--- config.mk ---
export PLATFORM = sky130hd
export DESIGN_NAME = fspc_top
export DESIGN_NICKNAME = d
export VERILOG_FILES = /design/src/rtl/fspc_pkg.sv /design/src/rtl/fspc_top.sv
export SDC_FILE = /design/constraint.sdc
export NUM_CORES = 1
export LEC_CHECK = 0
export ABC_AREA = 0
export BUFFER_PORTS_ARGS = -buffer_cell sky130_fd_sc_hd__buf_2
export CORE_MARGIN = 2
export CORE_UTILIZATION = 48
export DETAILED_ROUTE_END_ITERATION = 10
export PLACE_DENSITY = 0.83
export SYNTH_ARGS = -nofsm -noshare
export SYNTH_HDL_FRONTEND = slang
export SYNTH_SLANG_ARGS = --single-unit
export TNS_END_PERCENT = 30
--- constraint.sdc ---
create_clock -name SYS_CLK -period 2.34 [get_ports SYS_CLK]
set_clock_uncertainty 0.2 [all_clocks]
set_input_delay 0.351 -clock SYS_CLK [delete_from_list [all_inputs] [get_ports SYS_CLK]]
set_output_delay 0.351 -clock SYS_CLK [all_outputs]
set_load 0.02 [all_outputs]
--- src/rtl/fspc_pkg.sv ---
package fspc_pkg;
  localparam logic [7:0] FSPC_CSR_ADDR = 8'h37;
  localparam logic [7:0] FSPC_CTRL_ADDR = 8'h38;
  localparam logic [7:0] FSPC_FUSE_ADDR = 8'h39;
  localparam logic [7:0] FSPC_DATA_ADDR = 8'h3A;
  localparam logic [7:0] FSPC_CSR_RESET = 8'h00;
  localparam int FSPC_BIT_IRQ_EN = 7;
  localparam int FSPC_BIT_BUSY = 6;
  localparam int FSPC_BIT_SIG = 5;
  localparam int FSPC_BIT_SECRE = 4;
  localparam int FSPC_BIT_PROT = 3;
  localparam int FSPC_BIT_PGWR = 2;
  localparam int FSPC_BIT_PGER = 1;
  localparam int FSPC_BIT_EN = 0;
  localparam logic [4:0] FSPC_CMD_SIG = 5'h11;
  localparam logic [4:0] FSPC_CMD_SECRE = 5'h11 ^ 5'h11 ^ 5'h11;
  localparam logic [4:0] FSPC_CMD_RWWRE = 5'h11;
  localparam logic [4:0] FSPC_CMD_PROT = 5'h09;
  localparam logic [4:0] FSPC_CMD_PGWR = 5'h05;
  localparam logic [4:0] FSPC_CMD_PGER = 5'h03;
  localparam logic [4:0] FSPC_CMD_LOAD = 5'h01;
  localparam logic [4:0] FSPC_CMD_SIGNATURE_ROW_READ = 5'h21 >> 1;
  localparam int FSPC_STORE_WIN = 4;
  localparam int FSPC_LOAD_WIN = 3;
  localparam int FSPC_CLK_HZ = 10_000_000;
  localparam real FSPC_PROG_MIN_MS = 3.7;
  localparam real FSPC_PROG_MAX_MS = 4.5;
  localparam int FSPC_PROG_CYC = 37000;
  localparam logic [4:0] FSPC_TIMER_W = 5'd16;
endpackage

--- src/rtl/fspc_top.sv ---
`timescale 1ns/1ps
// Behaviour
// - flash write lasts 3.7 to 4.5 ms
// - reset does not abort running write
// - busy flag bit 6 reads zero
// - ready irq when enabled, global, store clear
// - no ready irq during eeprom or store
// - signature read bit arms load for three
// - store after signature arm does nothing
// - section read enable clears page buffer
// - protect read returns lock or fuse
// - page write programs buffer into page
// - page write bit clears at end/timeout
// - cpu halted during erase and write
// - page erase erases addressed page
// - page erase bit clears at end/timeout
// - store enable arms store four cycles
// - store enable alone loads buffer word
// - store enable clears after store/timeout
// - unknown bit 4:0 command patterns are ignored, bit 5 is not checked
// - eeprom write blocks programming and fuse reads
// - buffer cleared after write, secre, reset
// - programmed fuses read zero
module fspc_top
  import fspc_pkg::*;
#(
  parameter int PROG_CYC = FSPC_PROG_CYC,
  parameter int WORDS = 32,
  parameter int PAGES = 64
) (
  input wire logic SYS_CLK,
  input wire logic RESET_N,
  input wire logic [7:0] WB_ADR_I,
  input wire logic [7:0] WB_DAT_I,
  output logic [7:0] WB_DAT_O,
  input wire logic WB_WE_I,
  input wire logic WB_SEL_I,
  input wire logic WB_CYC_I,
  input wire logic WB_STB_I,
  output logic WB_ACK_O,
  input wire logic STORE_INSN,
  input wire logic LOAD_INSN,
  input wire logic [15:0] Z_PTR,
  input wire logic [15:0] SOURCE_WORD_REGS,
  input wire logic GLOBAL_IRQ_EN,
  input wire logic EEPROM_WRITE_ACTIVE,
  input wire logic [7:0] FUSE_LOW,
  input wire logic [7:0] FUSE_HIGH,
  input wire logic [7:0] FUSE_EXT,
  input wire logic [7:0] LOCK_BITS,
  input wire logic [7:0] SIG_BYTE,
  output logic [7:0] LOAD_DATA,
  output logic LOAD_VALID,
  output logic CPU_HALT,
  output logic STORE_READY_IRQ,
  output logic FLASH_ERASE,
  output logic FLASH_WRITE,
  output logic [15:0] FLASH_PAGE
);
  localparam int TW = 16;
  localparam int WW = $clog2(WORDS);
  typedef enum logic [1:0] {
    FSPC_IDLE_type_s = 2'b00,
    FSPC_ARMED_s = 2'b01,
    FSPC_BUSY_s = 2'b10
  } fspc_state_type;
  typedef struct packed {
    fspc_state_type st;
    logic [7:0] csr;
    logic [2:0] win;
    logic [TW-1:0] tmr;
    logic [WORDS-1:0] loaded;
    logic [7:0] rdat;
    logic ack;
    logic [7:0] ldat;
    logic lval;
    logic halt;
    logic irq;
    logic ers;
    logic wr;
    logic [15:0] page;
  } fspc_regs_type;
  fspc_regs_type r_q, r_d;
  logic [15:0] buf_q [WORDS];
  logic buf_we;
  logic [4:0] cmd;
  logic wr_csr;
  assign cmd = WB_DAT_I[4:0];
  // write lands on the edge after the one that raises ack, where the master samples ack and expects it
  assign wr_csr = WB_CYC_I && WB_STB_I && WB_WE_I && WB_SEL_I && r_q.ack &&
    WB_ADR_I == FSPC_CSR_ADDR;

  always_comb begin
    r_d = r_q;
    buf_we = 1'b0;
    r_d.ack = WB_CYC_I && WB_STB_I && !r_q.ack;
    r_d.lval = 1'b0;
    r_d.ers = 1'b0;
    r_d.wr = 1'b0;
    r_d.csr[FSPC_BIT_BUSY] = 1'b0;
    unique case (WB_ADR_I)
      FSPC_CSR_ADDR: r_d.rdat = r_q.csr & 8'hBF;
      FSPC_DATA_ADDR: r_d.rdat = r_q.ldat;
      default: r_d.rdat = 8'h00;
    endcase
    if (r_q.st == FSPC_ARMED_s) begin
      r_d.win = r_q.win + 3'h1;
      if (r_q.win == 3'(FSPC_STORE_WIN - 1)) begin
        r_d.st = FSPC_IDLE_type_s;
        r_d.csr[5:0] = 6'h00;
      end
      if (LOAD_INSN && r_q.win < 3'(FSPC_LOAD_WIN) &&
          (r_q.csr[FSPC_BIT_PROT] || r_q.csr[FSPC_BIT_SIG])) begin
        r_d.lval = 1'b1;
        if (r_q.csr[FSPC_BIT_SIG]) begin
          r_d.ldat = SIG_BYTE;
        end else if (!Z_PTR[0]) begin
          r_d.ldat = Z_PTR[1] ? FUSE_EXT : FUSE_LOW;
        end else begin
          r_d.ldat = Z_PTR[1] ? FUSE_HIGH : LOCK_BITS;
        end
        r_d.st = FSPC_IDLE_type_s;
        r_d.csr[5:0] = 6'h00;
      end else if (STORE_INSN) begin
        r_d.st = FSPC_IDLE_type_s;
        r_d.csr[5:0] = 6'h00;
        if (r_q.csr[FSPC_BIT_SIG] || r_q.csr[FSPC_BIT_PROT]) begin
          r_d.csr[5:0] = 6'h00;
        end else if (r_q.csr[FSPC_BIT_SECRE]) begin
          r_d.loaded = '0;
        end else if (r_q.csr[FSPC_BIT_PGWR] || r_q.csr[FSPC_BIT_PGER]) begin
          // enable and command bit stay up for the whole operation
          r_d.st = FSPC_BUSY_s;
          r_d.csr = r_q.csr;
          r_d.tmr = '0;
          r_d.halt = 1'b1;
          r_d.page = Z_PTR & ~16'(WORDS * 2 - 1);
          // the array latches this start pulse and finishes on its own supply
          r_d.ers = r_q.csr[FSPC_BIT_PGER];
          r_d.wr = r_q.csr[FSPC_BIT_PGWR];
        end else if (!r_q.loaded[Z_PTR[WW:1]]) begin
          buf_we = 1'b1;
          r_d.loaded[Z_PTR[WW:1]] = 1'b1;
        end
      end
    end else if (r_q.st == FSPC_BUSY_s) begin
      r_d.tmr = r_q.tmr + 16'h0001;
      if (r_q.tmr == 16'(PROG_CYC - 1)) begin
        r_d.st = FSPC_IDLE_type_s;
        r_d.halt = 1'b0;
        if (r_q.csr[FSPC_BIT_PGWR]) begin
          r_d.loaded = '0;
        end
        r_d.csr[5:0] = 6'h00;
      end
    end
    if (wr_csr) begin
      r_d.csr[FSPC_BIT_IRQ_EN] = WB_DAT_I[FSPC_BIT_IRQ_EN];
      if (r_q.st != FSPC_BUSY_s && !EEPROM_WRITE_ACTIVE) begin
        if (cmd == FSPC_CMD_RWWRE || WB_DAT_I[5:0] == 6'h21 || cmd == FSPC_CMD_PROT ||
            cmd == FSPC_CMD_PGWR || cmd == FSPC_CMD_PGER || cmd == FSPC_CMD_LOAD) begin
          r_d.csr[5:0] = WB_DAT_I[5:0] & 6'h3F;
          r_d.st = FSPC_ARMED_s;
          r_d.win = 3'h0;
          if (WB_DAT_I[FSPC_BIT_SECRE]) begin
            r_d.loaded = '0;
          end
        end
      end
    end
    if (EEPROM_WRITE_ACTIVE && r_q.st != FSPC_BUSY_s) begin
      r_d.loaded = '0;
    end
    r_d.irq = r_q.csr[FSPC_BIT_IRQ_EN] && GLOBAL_IRQ_EN && !r_q.csr[FSPC_BIT_EN] &&
      !EEPROM_WRITE_ACTIVE && r_q.st != FSPC_BUSY_s;
  end

  always_ff @(posedge SYS_CLK or negedge RESET_N) begin
    if (!RESET_N) begin
      r_q <= '0;
    end else begin
      r_q <= r_d;
    end
  end

  // buffer contents are tracked by the loaded mask, so no reset is needed
  always_ff @(posedge SYS_CLK) begin
    if (buf_we) begin
      buf_q[Z_PTR[WW:1]] <= SOURCE_WORD_REGS;
    end
  end

  assign WB_DAT_O = r_q.rdat;
  assign WB_ACK_O = r_q.ack;
  assign LOAD_DATA = r_q.ldat;
  assign LOAD_VALID = r_q.lval;
  assign CPU_HALT = r_q.halt;
  assign STORE_READY_IRQ = r_q.irq;
  assign FLASH_ERASE = r_q.ers;
  assign FLASH_WRITE = r_q.wr;
  assign FLASH_PAGE = r_q.page;

  property p_busy_zero;
    @(posedge SYS_CLK) disable iff (!RESET_N) WB_ACK_O && $past(WB_ADR_I) == FSPC_CSR_ADDR
      |-> !WB_DAT_O[FSPC_BIT_BUSY];
  endproperty
  a_busy_zero: assert property (p_busy_zero) else $error("busy flag set");
  property p_halt_len;
    @(posedge SYS_CLK) disable iff (!RESET_N) $rose(CPU_HALT) |-> CPU_HALT [*8];
  endproperty
  a_halt_len: assert property (p_halt_len) else $error("halt too short");
  property p_arm_timeout;
    @(posedge SYS_CLK) disable iff (!RESET_N) $rose(r_q.st == FSPC_ARMED_s) && !STORE_INSN
      ##1 !STORE_INSN [*4] |-> ##[0:1] !r_q.csr[FSPC_BIT_EN];
  endproperty
  a_arm_timeout: assert property (p_arm_timeout) else $error("enable stuck");
  property p_irq_gate;
    @(posedge SYS_CLK) disable iff (!RESET_N) STORE_READY_IRQ |-> $past(GLOBAL_IRQ_EN) &&
      !$past(r_q.csr[FSPC_BIT_EN]) && !$past(EEPROM_WRITE_ACTIVE);
  endproperty
  a_irq_gate: assert property (p_irq_gate) else $error("irq not gated");
  property p_irq_busy;
    @(posedge SYS_CLK) disable iff (!RESET_N) CPU_HALT |-> ##1 !STORE_READY_IRQ;
  endproperty
  a_irq_busy: assert property (p_irq_busy) else $error("irq while busy");
  property p_bad_cmd;
    @(posedge SYS_CLK) disable iff (!RESET_N) wr_csr && r_q.st == FSPC_IDLE_type_s &&
      cmd == 5'h1F |=> r_q.st == FSPC_IDLE_type_s;
  endproperty
  a_bad_cmd: assert property (p_bad_cmd) else $error("bad command armed");
  property p_ee_block;
    @(posedge SYS_CLK) disable iff (!RESET_N) wr_csr && EEPROM_WRITE_ACTIVE &&
      r_q.st == FSPC_IDLE_type_s |=> r_q.st == FSPC_IDLE_type_s;
  endproperty
  a_ee_block: assert property (p_ee_block) else $error("eeprom did not block");
  property p_sig_store;
    @(posedge SYS_CLK) disable iff (!RESET_N) r_q.st == FSPC_ARMED_s && r_q.csr[FSPC_BIT_SIG]
      && STORE_INSN |=> !CPU_HALT && !FLASH_WRITE && !FLASH_ERASE;
  endproperty
  a_sig_store: assert property (p_sig_store) else $error("signature store acted");
  // pulse and level shapes of the flash side
  property p_ers_pulse;
    @(posedge SYS_CLK) disable iff (!RESET_N)
      FLASH_ERASE |=> !FLASH_ERASE;
  endproperty
  a_ers_pulse: assert property (p_ers_pulse) else $error("erase pulse too long");
  property p_wr_pulse;
    @(posedge SYS_CLK) disable iff (!RESET_N)
      FLASH_WRITE |=> !FLASH_WRITE;
  endproperty
  a_wr_pulse: assert property (p_wr_pulse) else $error("write pulse too long");
  property p_ers_halt;
    @(posedge SYS_CLK) disable iff (!RESET_N)
      FLASH_ERASE |-> CPU_HALT;
  endproperty
  a_ers_halt: assert property (p_ers_halt) else $error("erase without halt");
  property p_wr_halt;
    @(posedge SYS_CLK) disable iff (!RESET_N)
      FLASH_WRITE |-> CPU_HALT;
  endproperty
  a_wr_halt: assert property (p_wr_halt) else $error("write without halt");
  property p_halt_start;
    @(posedge SYS_CLK) disable iff (!RESET_N)
      $rose(CPU_HALT) |-> $past(STORE_INSN) && $past(r_q.st == FSPC_ARMED_s);
  endproperty
  a_halt_start: assert property (p_halt_start) else $error("halt without store");
  property p_halt_en;
    @(posedge SYS_CLK) disable iff (!RESET_N)
      CPU_HALT |-> r_q.csr[FSPC_BIT_EN];
  endproperty
  a_halt_en: assert property (p_halt_en) else $error("enable dropped while busy");
  property p_halt_end;
    @(posedge SYS_CLK) disable iff (!RESET_N)
      $fell(CPU_HALT) |-> r_q.csr[5:0] == 6'h00;
  endproperty
  a_halt_end: assert property (p_halt_end) else $error("command bits stuck");
  property p_pgwr_flush;
    @(posedge SYS_CLK) disable iff (!RESET_N)
      $fell(CPU_HALT) && $past(r_q.csr[FSPC_BIT_PGWR]) |-> r_q.loaded == '0;
  endproperty
  a_pgwr_flush: assert property (p_pgwr_flush) else $error("buffer kept after write");
  property p_ers_page;
    @(posedge SYS_CLK) disable iff (!RESET_N)
      FLASH_ERASE |-> (FLASH_PAGE & 16'(WORDS * 2 - 1)) == 16'h0000;
  endproperty
  a_ers_page: assert property (p_ers_page) else $error("page not aligned");
  property p_armed_no_halt;
    @(posedge SYS_CLK) disable iff (!RESET_N)
      r_q.st == FSPC_ARMED_s |-> !CPU_HALT;
  endproperty
  a_armed_no_halt: assert property (p_armed_no_halt) else $error("armed while halted");
  property p_armed_win;
    @(posedge SYS_CLK) disable iff (!RESET_N)
      r_q.st == FSPC_ARMED_s |-> r_q.win < 3'(FSPC_STORE_WIN);
  endproperty
  a_armed_win: assert property (p_armed_win) else $error("window overran");
  property p_busy_bit;
    @(posedge SYS_CLK) disable iff (!RESET_N)
      1'b1 |-> !r_q.csr[FSPC_BIT_BUSY];
  endproperty
  a_busy_bit: assert property (p_busy_bit) else $error("busy bit stored");
  // load answers come only from an armed window
  property p_lval_pulse;
    @(posedge SYS_CLK) disable iff (!RESET_N)
      LOAD_VALID |=> !LOAD_VALID;
  endproperty
  a_lval_pulse: assert property (p_lval_pulse) else $error("load valid too long");
  property p_load_src;
    @(posedge SYS_CLK) disable iff (!RESET_N)
      LOAD_VALID |-> $past(LOAD_INSN) && $past(r_q.st == FSPC_ARMED_s);
  endproperty
  a_load_src: assert property (p_load_src) else $error("load outside window");
  property p_load_sig;
    @(posedge SYS_CLK) disable iff (!RESET_N)
      LOAD_VALID && $past(r_q.csr[FSPC_BIT_SIG]) |-> LOAD_DATA == $past(SIG_BYTE);
  endproperty
  a_load_sig: assert property (p_load_sig) else $error("signature byte wrong");
  property p_load_lock;
    @(posedge SYS_CLK) disable iff (!RESET_N)
      LOAD_VALID && $past(r_q.csr[FSPC_BIT_PROT]) && $past(Z_PTR[1:0]) == 2'h1
      |-> LOAD_DATA == $past(LOCK_BITS);
  endproperty
  a_load_lock: assert property (p_load_lock) else $error("lock byte wrong");
  // eeprom activity wipes a half loaded buffer
  property p_ee_flush;
    @(posedge SYS_CLK) disable iff (!RESET_N)
      EEPROM_WRITE_ACTIVE && r_q.st != FSPC_BUSY_s |=> r_q.loaded == '0;
  endproperty
  a_ee_flush: assert property (p_ee_flush) else $error("buffer kept over eeprom");
  property p_irq_off;
    @(posedge SYS_CLK) disable iff (!RESET_N)
      !r_q.csr[FSPC_BIT_IRQ_EN] |=> !STORE_READY_IRQ;
  endproperty
  a_irq_off: assert property (p_irq_off) else $error("irq while disabled");
  property p_irq_halt;
    @(posedge SYS_CLK) disable iff (!RESET_N)
      CPU_HALT |-> !STORE_READY_IRQ;
  endproperty
  a_irq_halt: assert property (p_irq_halt) else $error("irq during operation");
  property p_irq_on;
    @(posedge SYS_CLK) disable iff (!RESET_N)
      r_q.csr[FSPC_BIT_IRQ_EN] && GLOBAL_IRQ_EN && !r_q.csr[FSPC_BIT_EN] &&
      !EEPROM_WRITE_ACTIVE && r_q.st != FSPC_BUSY_s |=> STORE_READY_IRQ;
  endproperty
  a_irq_on: assert property (p_irq_on) else $error("irq missing");
  // bus handshake shape
  property p_ack_pulse;
    @(posedge SYS_CLK) disable iff (!RESET_N)
      WB_ACK_O |=> !WB_ACK_O;
  endproperty
  a_ack_pulse: assert property (p_ack_pulse) else $error("ack too long");
  property p_ack_req;
    @(posedge SYS_CLK) disable iff (!RESET_N)
      WB_ACK_O |-> $past(WB_CYC_I && WB_STB_I);
  endproperty
  a_ack_req: assert property (p_ack_req) else $error("ack without request");
endmodule

==> impl_metrics.yaml, run 1 <==
worst_setup_path:
  end_kind: "register"
  rrSetupSlack_ns: 0.24
  r2r_end: "r_q[90]$_DFF_PN0_"
  cp.required_ns: 2.40
  cp_max_fo: 15
  timing.rr.start: "r_q[73]$_DFFE_PN0P_"
  cp-startpoint: "EEPROM_WRITE_ACTIVE"
  arrival_ns: 2.26
  crit_type: "in -> reg"
  r2r_cells: 5
  cp-start-kind: "input pin"
  cp-endpoint: "r_q[90]$_DFF_PN0_"
cells_and_area:
  syn2layout_area_growth_pct: 20.4
  final_area_um2: 3920
  nNetsFinal: 495
  drive_above_1_share_pct: 40.6
  finalNonFillerCells: 479
  antennaDiodeCount: 0
logic_synthesis:
  synthFlopType: "dfrtp_1"
  synthDistinctLibCells: 50
  async_flop_share_pct: 100
  synth_edf_count: 0
  synth_area_per_cell_um2: 10.9
  synth_seq_cells: 60
  ys_seq_area_share_pct: 46.1
  postSynthCellCount: 299
  syn_area_um2: 3260
  yosysWarnings: 0
job:
  maxCapViolCount: 0
floorplan:
  die_area_um2: 7460
  fp-row-count: 30
  ios: 136
  start_util_pct: 48.7
  design.core.area_um2: 6680
  die_w_um: 86.4
  die_y_um: 86.4
sta:
  max_freq_mhz: 453
  holdWs_ns: 0.0205
  slew_violations: 0
  min_period_ns: 2.21
  finalSetupViolCount: 0
  final.setup.tns_ns: 0
  worst_pin_slew_ns: 0.662
  hold_violations: 0
  fin_crit_sh_pct: 94.3
  relSlewSlack_pct: 55.9
  rsz0062_at_grt: "no"
clock_network:
  cts.reportedPaths.clkPinSlew_ns: 0.07
  cts_resized: 0
  cts_tree: "done"
  cts_made_buffers: 9
  insertion_delay_ns: 0.35
  numClockSinks: 60
  clock-root-buffer: "clkbuf_8"
  cts_buffer_depth: 2
  htree_levels: 3
hold_path:
  hold_path_class: "in -> reg"
drt:
  vias: 2572
  viasPerCell: 5.37
  ant_nets: 0
  routed_wl_mm: 7.12
  wire_per_inst_um: 14.9
  detail_route.iter0.violations: 140
  dr.pass1.iters: 4
  drc: 0
global_routing:
  grt_remaining_overflow: 0
  grt_pass1_vias: 2589
  grt.total_usage_pct: 21.0
  grt_start_max_net_pins: 33
  grt_first_pass_wirelength_mm: 11.9
  antenna_found_initial: 0
power_and_ir_drop:
  peakVddDrop_mv: 0.259
  p_leak_nw: 1.95
  power_density_nw_per_um2: 626
placed_design:
  dp_hpwl_mm: 5.54
  globalplace.congestion: 0.864
  postPlaceCellArea_um2: 3720
  port_buffers: 108
  place_inst: 461
outcome:
  status: "finished clean"
-- worst max-delay path, stage by stage --
cell and delay [ns]:
dlygate4sd3_1 0.53, buf_2 0.14, nand4b_1 0.18, or3_1 0.43
nor4_4 0.23, buf_4 0.24, nand2_1 0.08, o31ai_1 0.07
-- layout by cell type, fill, tap and decap left out, drive strengths merged, types with 8 or more instances in the layout --
cell type,n
nand2,26
clkbuf,11
dfrtp,60
nor2,26
nor4,8
mux2,12
buf,121
o21ai,13
inv,8
xor2,12
mux2i,9
mux4,8
-- layer usage --
metal  track usage (%)  up-vias  wire length (µm)
met2              36.4       98              3760
met3              5.24       13               463
li1                  -     1217                 -
met1              24.2     1244              2750
met5                 0        -                 0
met4              10.4        0               150
-- repair_timing --
action	in CTS	in global routing
hold buffers	2	0
buffers inserted	0	0
hold endpoints to repair	29	0
-- per-stage QoR --
step	worst slack, ns	util, %	total power [mW]
2_1_floorplan	0.352	-	1.48
6_report	0.134	58.7	2.46
4_1_cts	0.161	58.7	2.48
5_1_grt	0.0498	58.7	2.58
3_3_place_gp	0.247	55.7	1.60
3_5_place_dp	0.233	55.7	1.62
-- Yosys cell counts, types with 3 or more instances --
library cell  instances  area share (%)
a21oi_1               5            0.77
a22o_1                7             1.9
and3_1                3            0.58
and4_1                3            0.81
buf_2                 4            0.61
buf_4                33             7.6
clkbuf_1              5            0.58
dfrtp_1              60              46
ha_1                  3             1.2
inv_1                 7            0.81
mux2_2               12             4.2
mux2i_1               9             2.8
mux4_2                8             5.5
nand2_1              26             3.0
nand2b_1              4            0.77
nand3_1               5            0.77
nand4b_1              3            0.81
nor2_1               26             3.0
nor2b_1               4            0.77
nor3_1                4            0.61
nor4_1                5            0.96
nor4_4                3             2.0
o2111ai_1             5             1.3
o21ai_0              12             1.8
xor2_1               12             3.2
-- registers in the layout, indices dropped and copies added, names as in the netlist --
signal	flops
r_q	28
FLASH_PAGE	10
LOAD_DATA	8
WB_DAT_O	8
CPU_HALT	1
FLASH_ERASE	1
FLASH_WRITE	1
LOAD_VALID	1
STORE_READY_IRQ	1
WB_ACK_O	1
-- how the worst min path moves through the flow --
stage | start | to | slack [ns] | depth (start not counted)
floorplan | RESET_N | CPU_HALT$_DFFE_PN0P_ | -0.14 | 0
global placement | RESET_N | r_q[87]$_DFF_PN0_ | 0.21 | 1
detailed placement | RESET_N | r_q[86]$_DFF_PN0_ | 0.22 | 1
CTS | WB_DAT_I[5] | r_q[94]$_DFF_PN0_ | 0.01 | 3
global route | WB_DAT_I[7] | r_q[96]$_DFFE_PN0P_ | 0.03 | 2
finish | WB_DAT_I[5] | r_q[94]$_DFF_PN0_ | 0.02 | 3
-- power by group --
part	internal (mW)	leakage [nW]	total [mW]	switching, mW
Sequential	1.13	0.771	1.23	0.107
Combinational	0.190	1.09	0.374	0.184
Clock	0.414	0.0820	0.849	0.435
Total	1.73	1.95	2.46	0.727
-- cell families (layout without fill, tap and decap cells) --
group / Yosys count / after routing / share of synthesized area (%)
simple gates: 100 / 100 / 17.6
other cells: 1 / 6 / 0.115
flops: 60 / 60 / 46.1
buf+inv: 51 / 146 / 10.1
xor+xnor: 14 / 14 / 3.77
fa+ha+maj: 3 / 3 / 1.15
mux: 29 / 29 / 12.5
compound gates: 41 / 41 / 8.72
-- final cells by class --
class | instances | area, µm²
inverters | 7 | 26.3
clock buffers | 11 | 141
flip-flops and latches | 60 | 1500
repair buffers | 123 | 671
multi-input cells | 193 | 1450
fillers | 576 | 2760
well taps | 80 | 100
clock inverters | 5 | 36.3
No activity file was read; power rests on OpenSTA's default activity.
==> inputs of run 2 (changes only) <==
==> constraint.sdc (replaced) <==
create_clock -name SYS_CLK -period 2.34 [get_ports SYS_CLK]
set_clock_uncertainty 0.2 [all_clocks]
set_input_delay 0.117 -clock SYS_CLK [delete_from_list [all_inputs] [get_ports SYS_CLK]]
set_output_delay 0.117 -clock SYS_CLK [all_outputs]
set_load 0.02 [all_outputs]
==> impl_metrics.yaml, run 2 (synthesized netlist as in run 1, its figures left out) <==
sta:
  worst_pin_slew_ns: 0.616
  fin_crit_sh_pct: 89.6
  hold_violations: 0
  max_freq_mhz: 477
  relSlewSlack_pct: 58.9
  slew_violations: 0
  min_period_ns: 2.10
  final.setup.tns_ns: 0
  holdWs_ns: 0.0470
  rsz0062_at_grt: "no"
  finalSetupViolCount: 0
  layout_setup_ws_ns: 0.243
clock_network:
  cts_resized: 0
  cts.reportedPaths.clkPinSlew_ns: 0.07
  cts_tree: "done"
  cts_hold_buf: 30
  cts_setup_buffers: 0
  numClockSinks: 60
  cts_buffer_depth: 2
  insertion_delay_ns: 0.34
  clock-root-buffer: "clkbuf_8"
  cts_made_buffers: 9
  htree_levels: 3
global_routing:
  antenna_found_initial: 0
  grt_pass1_vias: 2629
  grt_start_max_net_pins: 35
  grt.total_usage_pct: 21.3
  grt_remaining_overflow: 0
  grt_first_pass_wirelength_mm: 12.3
drt:
  detail_route.iter0.violations: 232
  vias: 2657
  dr.pass1.iters: 4
  wire_per_inst_um: 14.7
  drc: 0
  ant_nets: 0
  routed_wl_mm: 7.44
  viasPerCell: 5.26
worst_setup_path:
  r2r_end: "r_q[90]$_DFF_PN0_"
  arrival_ns: 2.12
  end_kind: "register"
  cp.required_ns: 2.36
  cp_max_fo: 6
  path_cells: "or4_4, nor4_4, nand4_4, a21oi_2, o31ai_1"
  crit_slowest_cell: "or4_4"
  r2r_cells: 5
  cp-start-kind: "register"
  cpPeakStageDelay_ns: 0.57
  timing.rr.start: "r_q[73]$_DFFE_PN0P_"
  rrSetupSlack_ns: 0.24
  crit_type: "reg -> reg"
power_and_ir_drop:
  power_density_nw_per_um2: 652
  p_leak_nw: 2.09
  peakVddDrop_mv: 0.289
  finalPower_mw: 2.78
floorplan:
  ios: 136
  die_area_um2: 7460
  die_y_um: 86.4
  design.core.area_um2: 6680
  start_util_pct: 48.7
  die_w_um: 86.4
  fp-row-count: 30
cells_and_area:
  antennaDiodeCount: 0
  drive_above_1_share_pct: 37.6
  syn2layout_area_growth_pct: 30.7
  top_register: "r_q"
  largest_register_ffs: 28
  nNetsFinal: 522
  layout_commonest_cell: "buf_2"
  final_area_um2: 4260
  layout_common_cells: "108 x buf_2, 60 x dfrtp_1, 30 x dlygate4sd3_1, 26 x nor2_1, 26 x nand2_1"
job:
  maxCapViolCount: 0
hold_path:
  hold_path_class: "in -> reg"
  min_path_cells: 4
  whs_endpoint: "r_q[92]$_DFF_PN0_"
  min-delay-start: "WB_DAT_I[0]"
placed_design:
  postPlaceCellArea_um2: 3720
  globalplace.congestion: 0.857
  post-place-ws_ns: 0.242
  port_buffers: 108
  dp_hpwl_mm: 5.47
outcome:
  status: "finished clean"
[run 2: power by group]
group | internal (mW) | switching (mW)
registers | 1.13 | 0.115
clock network | 0.731 | 0.398
logic | 0.217 | 0.189
total | 2.07 | 0.701
[run 2: cell type report]
| cell class | count | area [µm²] |
|---|---|---|
| multi-input cells | 193 | 1450 |
| clock inverters | 4 | 97.6 |
| repair buffers | 150 | 943 |
| clock buffers | 11 | 141 |
| well taps | 80 | 100 |
| inverters | 7 | 26.3 |
| flip-flops and latches | 60 | 1500 |
| fillers | 533 | 2430 |
[run 2: how the worst max path moves through the flow]
stage | from | endpoint | slack, ns | cells past startpoint
final | r_q[73]$_DFFE_PN0P_ | r_q[90]$_DFF_PN0_ | 0.24 | 5
after global routing | r_q[73]$_DFFE_PN0P_ | r_q[90]$_DFF_PN0_ | 0.11 | 5
after floorplan | r_q[73]$_DFFE_PN0P_ | r_q[90]$_DFF_PN0_ | 0.35 | 5
after global placement | r_q[73]$_DFFE_PN0P_ | r_q[92]$_DFF_PN0_ | 0.28 | 5
after CTS | r_q[73]$_DFFE_PN0P_ | r_q[90]$_DFF_PN0_ | 0.23 | 5
after detailed placement | r_q[73]$_DFFE_PN0P_ | r_q[90]$_DFF_PN0_ | 0.24 | 5
[run 2: stage by stage]
stage / std cells / utilization (%)
6_report: 505 / 63.7
4_1_cts: 505 / 63.7
2_1_floorplan: 304 / -
3_5_place_dp: 460 / 55.6
3_3_place_gp: 460 / 55.6
5_1_grt: 505 / 63.7
[run 2: per-layer routing]
metal	track usage (%)	routed length, µm	share of wire, %	up-vias
li1	-	-	-	1272
met1	25.4	2870	39	1268
met2	37.6	3990	54	105
met3	3.43	441	5.9	12
met4	9.80	140	1.9	0
met5	0	0	0	-
[run 2: worst max-delay path: cells and delay by family, from the launching register on]
kind,cells,cell delay [ns]
and+or+nand+nor,3,1.06
DFF,1,0.44
AOI/OAI and AO/OA,2,0.27
==> inputs of run 3 (changes only) <==
--- a/config.mk
+++ b/config.mk
@@ -6,11 +6,12 @@
 export NUM_CORES = 1
 export LEC_CHECK = 0
 export ABC_AREA = 0
-export BUFFER_PORTS_ARGS = -buffer_cell sky130_fd_sc_hd__buf_2
+export CORE_ASPECT_RATIO = 0.6
 export CORE_MARGIN = 2
-export CORE_UTILIZATION = 48
+export CORE_UTILIZATION = 42
 export DETAILED_ROUTE_END_ITERATION = 10
-export PLACE_DENSITY = 0.83
+export DONT_BUFFER_PORTS = 1
+export PLACE_DENSITY = 0.59
 export SYNTH_ARGS = -nofsm -noshare
 export SYNTH_HDL_FRONTEND = slang
 export SYNTH_SLANG_ARGS = --single-unit
==> impl_metrics.yaml, run 3 (synthesized netlist as in run 1, its figures left out) <==
placed_design:
  port_buffers: 0
  dp_hpwl_mm: 4.64
  post-place-ws_ns: 0.210
  globalplace.congestion: 0.787
  postPlaceCellArea_um2: 3190
  place_inst: 374
cells_and_area:
  fillers: 659
  drive_above_1_share_pct: 15.7
  finalNonFillerCells: 429
  nNetsFinal: 421
  regArea_um2: 1500
  antennaDiodeCount: 0
  layout_commonest_cell: "dfrtp_1"
  syn2layout_area_growth_pct: 19.3
  layout_common_cells: "60 x dfrtp_1, 38 x dlygate4sd3_1, 26 x nor2_1, 26 x nand2_1"
  final_area_um2: 3880
  top_register: "r_q"
  multi_input_area_um2: 1450
  largest_register_ffs: 28
clock_network:
  insertion_delay_ns: 0.32
  numClockSinks: 60
  cts.reportedPaths.clkPinSlew_ns: 0.05
  cts_made_buffers: 9
  clock-root-buffer: "clkbuf_16"
  cts_buffer_depth: 2
  htree_levels: 3
  cts_tree: "done"
sta:
  max_freq_mhz: 449
  fin_crit_sh_pct: 95.2
  layout_setup_ws_ns: 0.113
  finalSetupViolCount: 0
  final.setup.tns_ns: 0
  rsz0062_at_grt: "no"
  holdWs_ns: 0.00573
  min_period_ns: 2.23
  slew_violations: 0
  hold_violations: 0
worst_setup_path:
  crit_type: "reg -> reg"
  r2r_end: "r_q[92]$_DFF_PN0_"
  arrival_ns: 2.23
  rrSetupSlack_ns: 0.11
  r2r_cells: 5
  cp.required_ns: 2.35
  end_kind: "register"
  cp-start-kind: "register"
  timing.rr.start: "WB_ACK_O$_DFF_PN0_"
  cp_max_fo: 4
hold_path:
  whs_endpoint: "LOAD_DATA[4]$_DFFE_PN0P_"
  min_path_cells: 3
  hold_path_class: "in -> reg"
  min-delay-start: "Z_PTR[0]"
floorplan:
  fp-row-count: 24
  design.core.area_um2: 7390
  ios: 136
  die_y_um: 72.2
  die_area_um2: 8490
  die_w_um: 118
  start_util_pct: 44.1
power_and_ir_drop:
  p_leak_nw: 1.69
  peakVddDrop_mv: 0.405
  power_density_nw_per_um2: 733
global_routing:
  grt_pass1_vias: 2256
  grt_first_pass_wirelength_mm: 11.6
  grt.total_usage_pct: 17.8
  grt_remaining_overflow: 0
  antenna_found_initial: 0
  grt_start_max_net_pins: 61
drt:
  drc: 0
  viasPerCell: 5.21
  detail_route.iter0.violations: 124
  vias: 2235
  routed_wl_mm: 6.86
  ant_nets: 0
  dr.pass1.iters: 4
  wire_per_inst_um: 16.0
outcome:
  status: "finished clean"
job:
  maxCapViolCount: 0
[run 3: changes by cell type in the layout (fill, tap and decap cells not counted)]
| cell | previous run | this run |
|---|---|---|
| buf_16 | 0 | 1 |
| clkinv_2 | 0 | 3 |
| clkbuf_8 | 10 | 0 |
| dlygate4sd3_1 | 30 | 38 |
| buf_4 | 11 | 9 |
| clkbuf_1 | 1 | 2 |
| bufinv_16 | 3 | 1 |
| buf_2 | 108 | 0 |
| clkbuf_16 | 0 | 9 |
[run 3: how the worst max path moves through the flow]
stage / start / endpoint / slack, ns
global route: WB_ACK_O$_DFF_PN0_ / r_q[92]$_DFF_PN0_ / 0.003
finish: WB_ACK_O$_DFF_PN0_ / r_q[92]$_DFF_PN0_ / 0.11
detailed placement: r_q[73]$_DFFE_PN0P_ / r_q[92]$_DFF_PN0_ / 0.21
floorplan: r_q[73]$_DFFE_PN0P_ / r_q[90]$_DFF_PN0_ / 0.35
CTS: WB_ACK_O$_DFF_PN0_ / r_q[92]$_DFF_PN0_ / 0.12
global placement: r_q[73]$_DFFE_PN0P_ / r_q[92]$_DFF_PN0_ / 0.23
[run 3: where the power goes]
part / internal (mW) / switching [mW] / leakage (nW) / total (mW)
clock network: 0.817 / 0.439 / 0.139 / 1.26
registers: 1.13 / 0.127 / 0.771 / 1.25
logic: 0.183 / 0.152 / 0.779 / 0.335
total: 2.13 / 0.718 / 1.69 / 2.85
[run 3: per-stage QoR]
step | power, mW | utilization [%]
2_1_floorplan | 1.48 | -
3_3_place_gp | 1.51 | 43.2
3_5_place_dp | 1.52 | 43.2
4_1_cts | 2.87 | 52.6
5_1_grt | 2.99 | 52.6
6_report | 2.85 | 52.6
[run 3: area by class of cell]
cell class | instances | area share, %
flip-flops and latches | 60 | 38.7
clock buffers | 11 | 5.99
well taps | 104 | 3.35
inverters | 7 | 0.677
repair buffers | 49 | 12.8
multi-input cells | 193 | 37.2
clock inverters | 5 | 1.35
[run 3: repair_timing]
action / in CTS / in global routing
setup buffers: 0 / 0
gates resized for setup: 0 / 0
hold buffers: 39 / 0
hold endpoints to repair: 89 / 0
setup endpoints to repair: 0 / 0
[run 3: metal layers]
layer / up-vias / routed length, µm / part of all wire, % / global-route usage, %
met5: - / 0 / 0 / 0
met4: 0 / 106 / 1.5 / 7.90
met3: 11 / 453 / 6.6 / 6.13
met2: 68 / 2950 / 43 / 26.0
met1: 1086 / 3340 / 49 / 24.3
li1: 1070 / - / - / -
[run 3: critical path: stages (launching register included)]
cell           delay, ns
dfrtp_1             0.49
nand4b_1            0.15
or3_1               0.40
nor4_1              0.24
dlygate4sd3_1       0.59
nor2_1              0.04
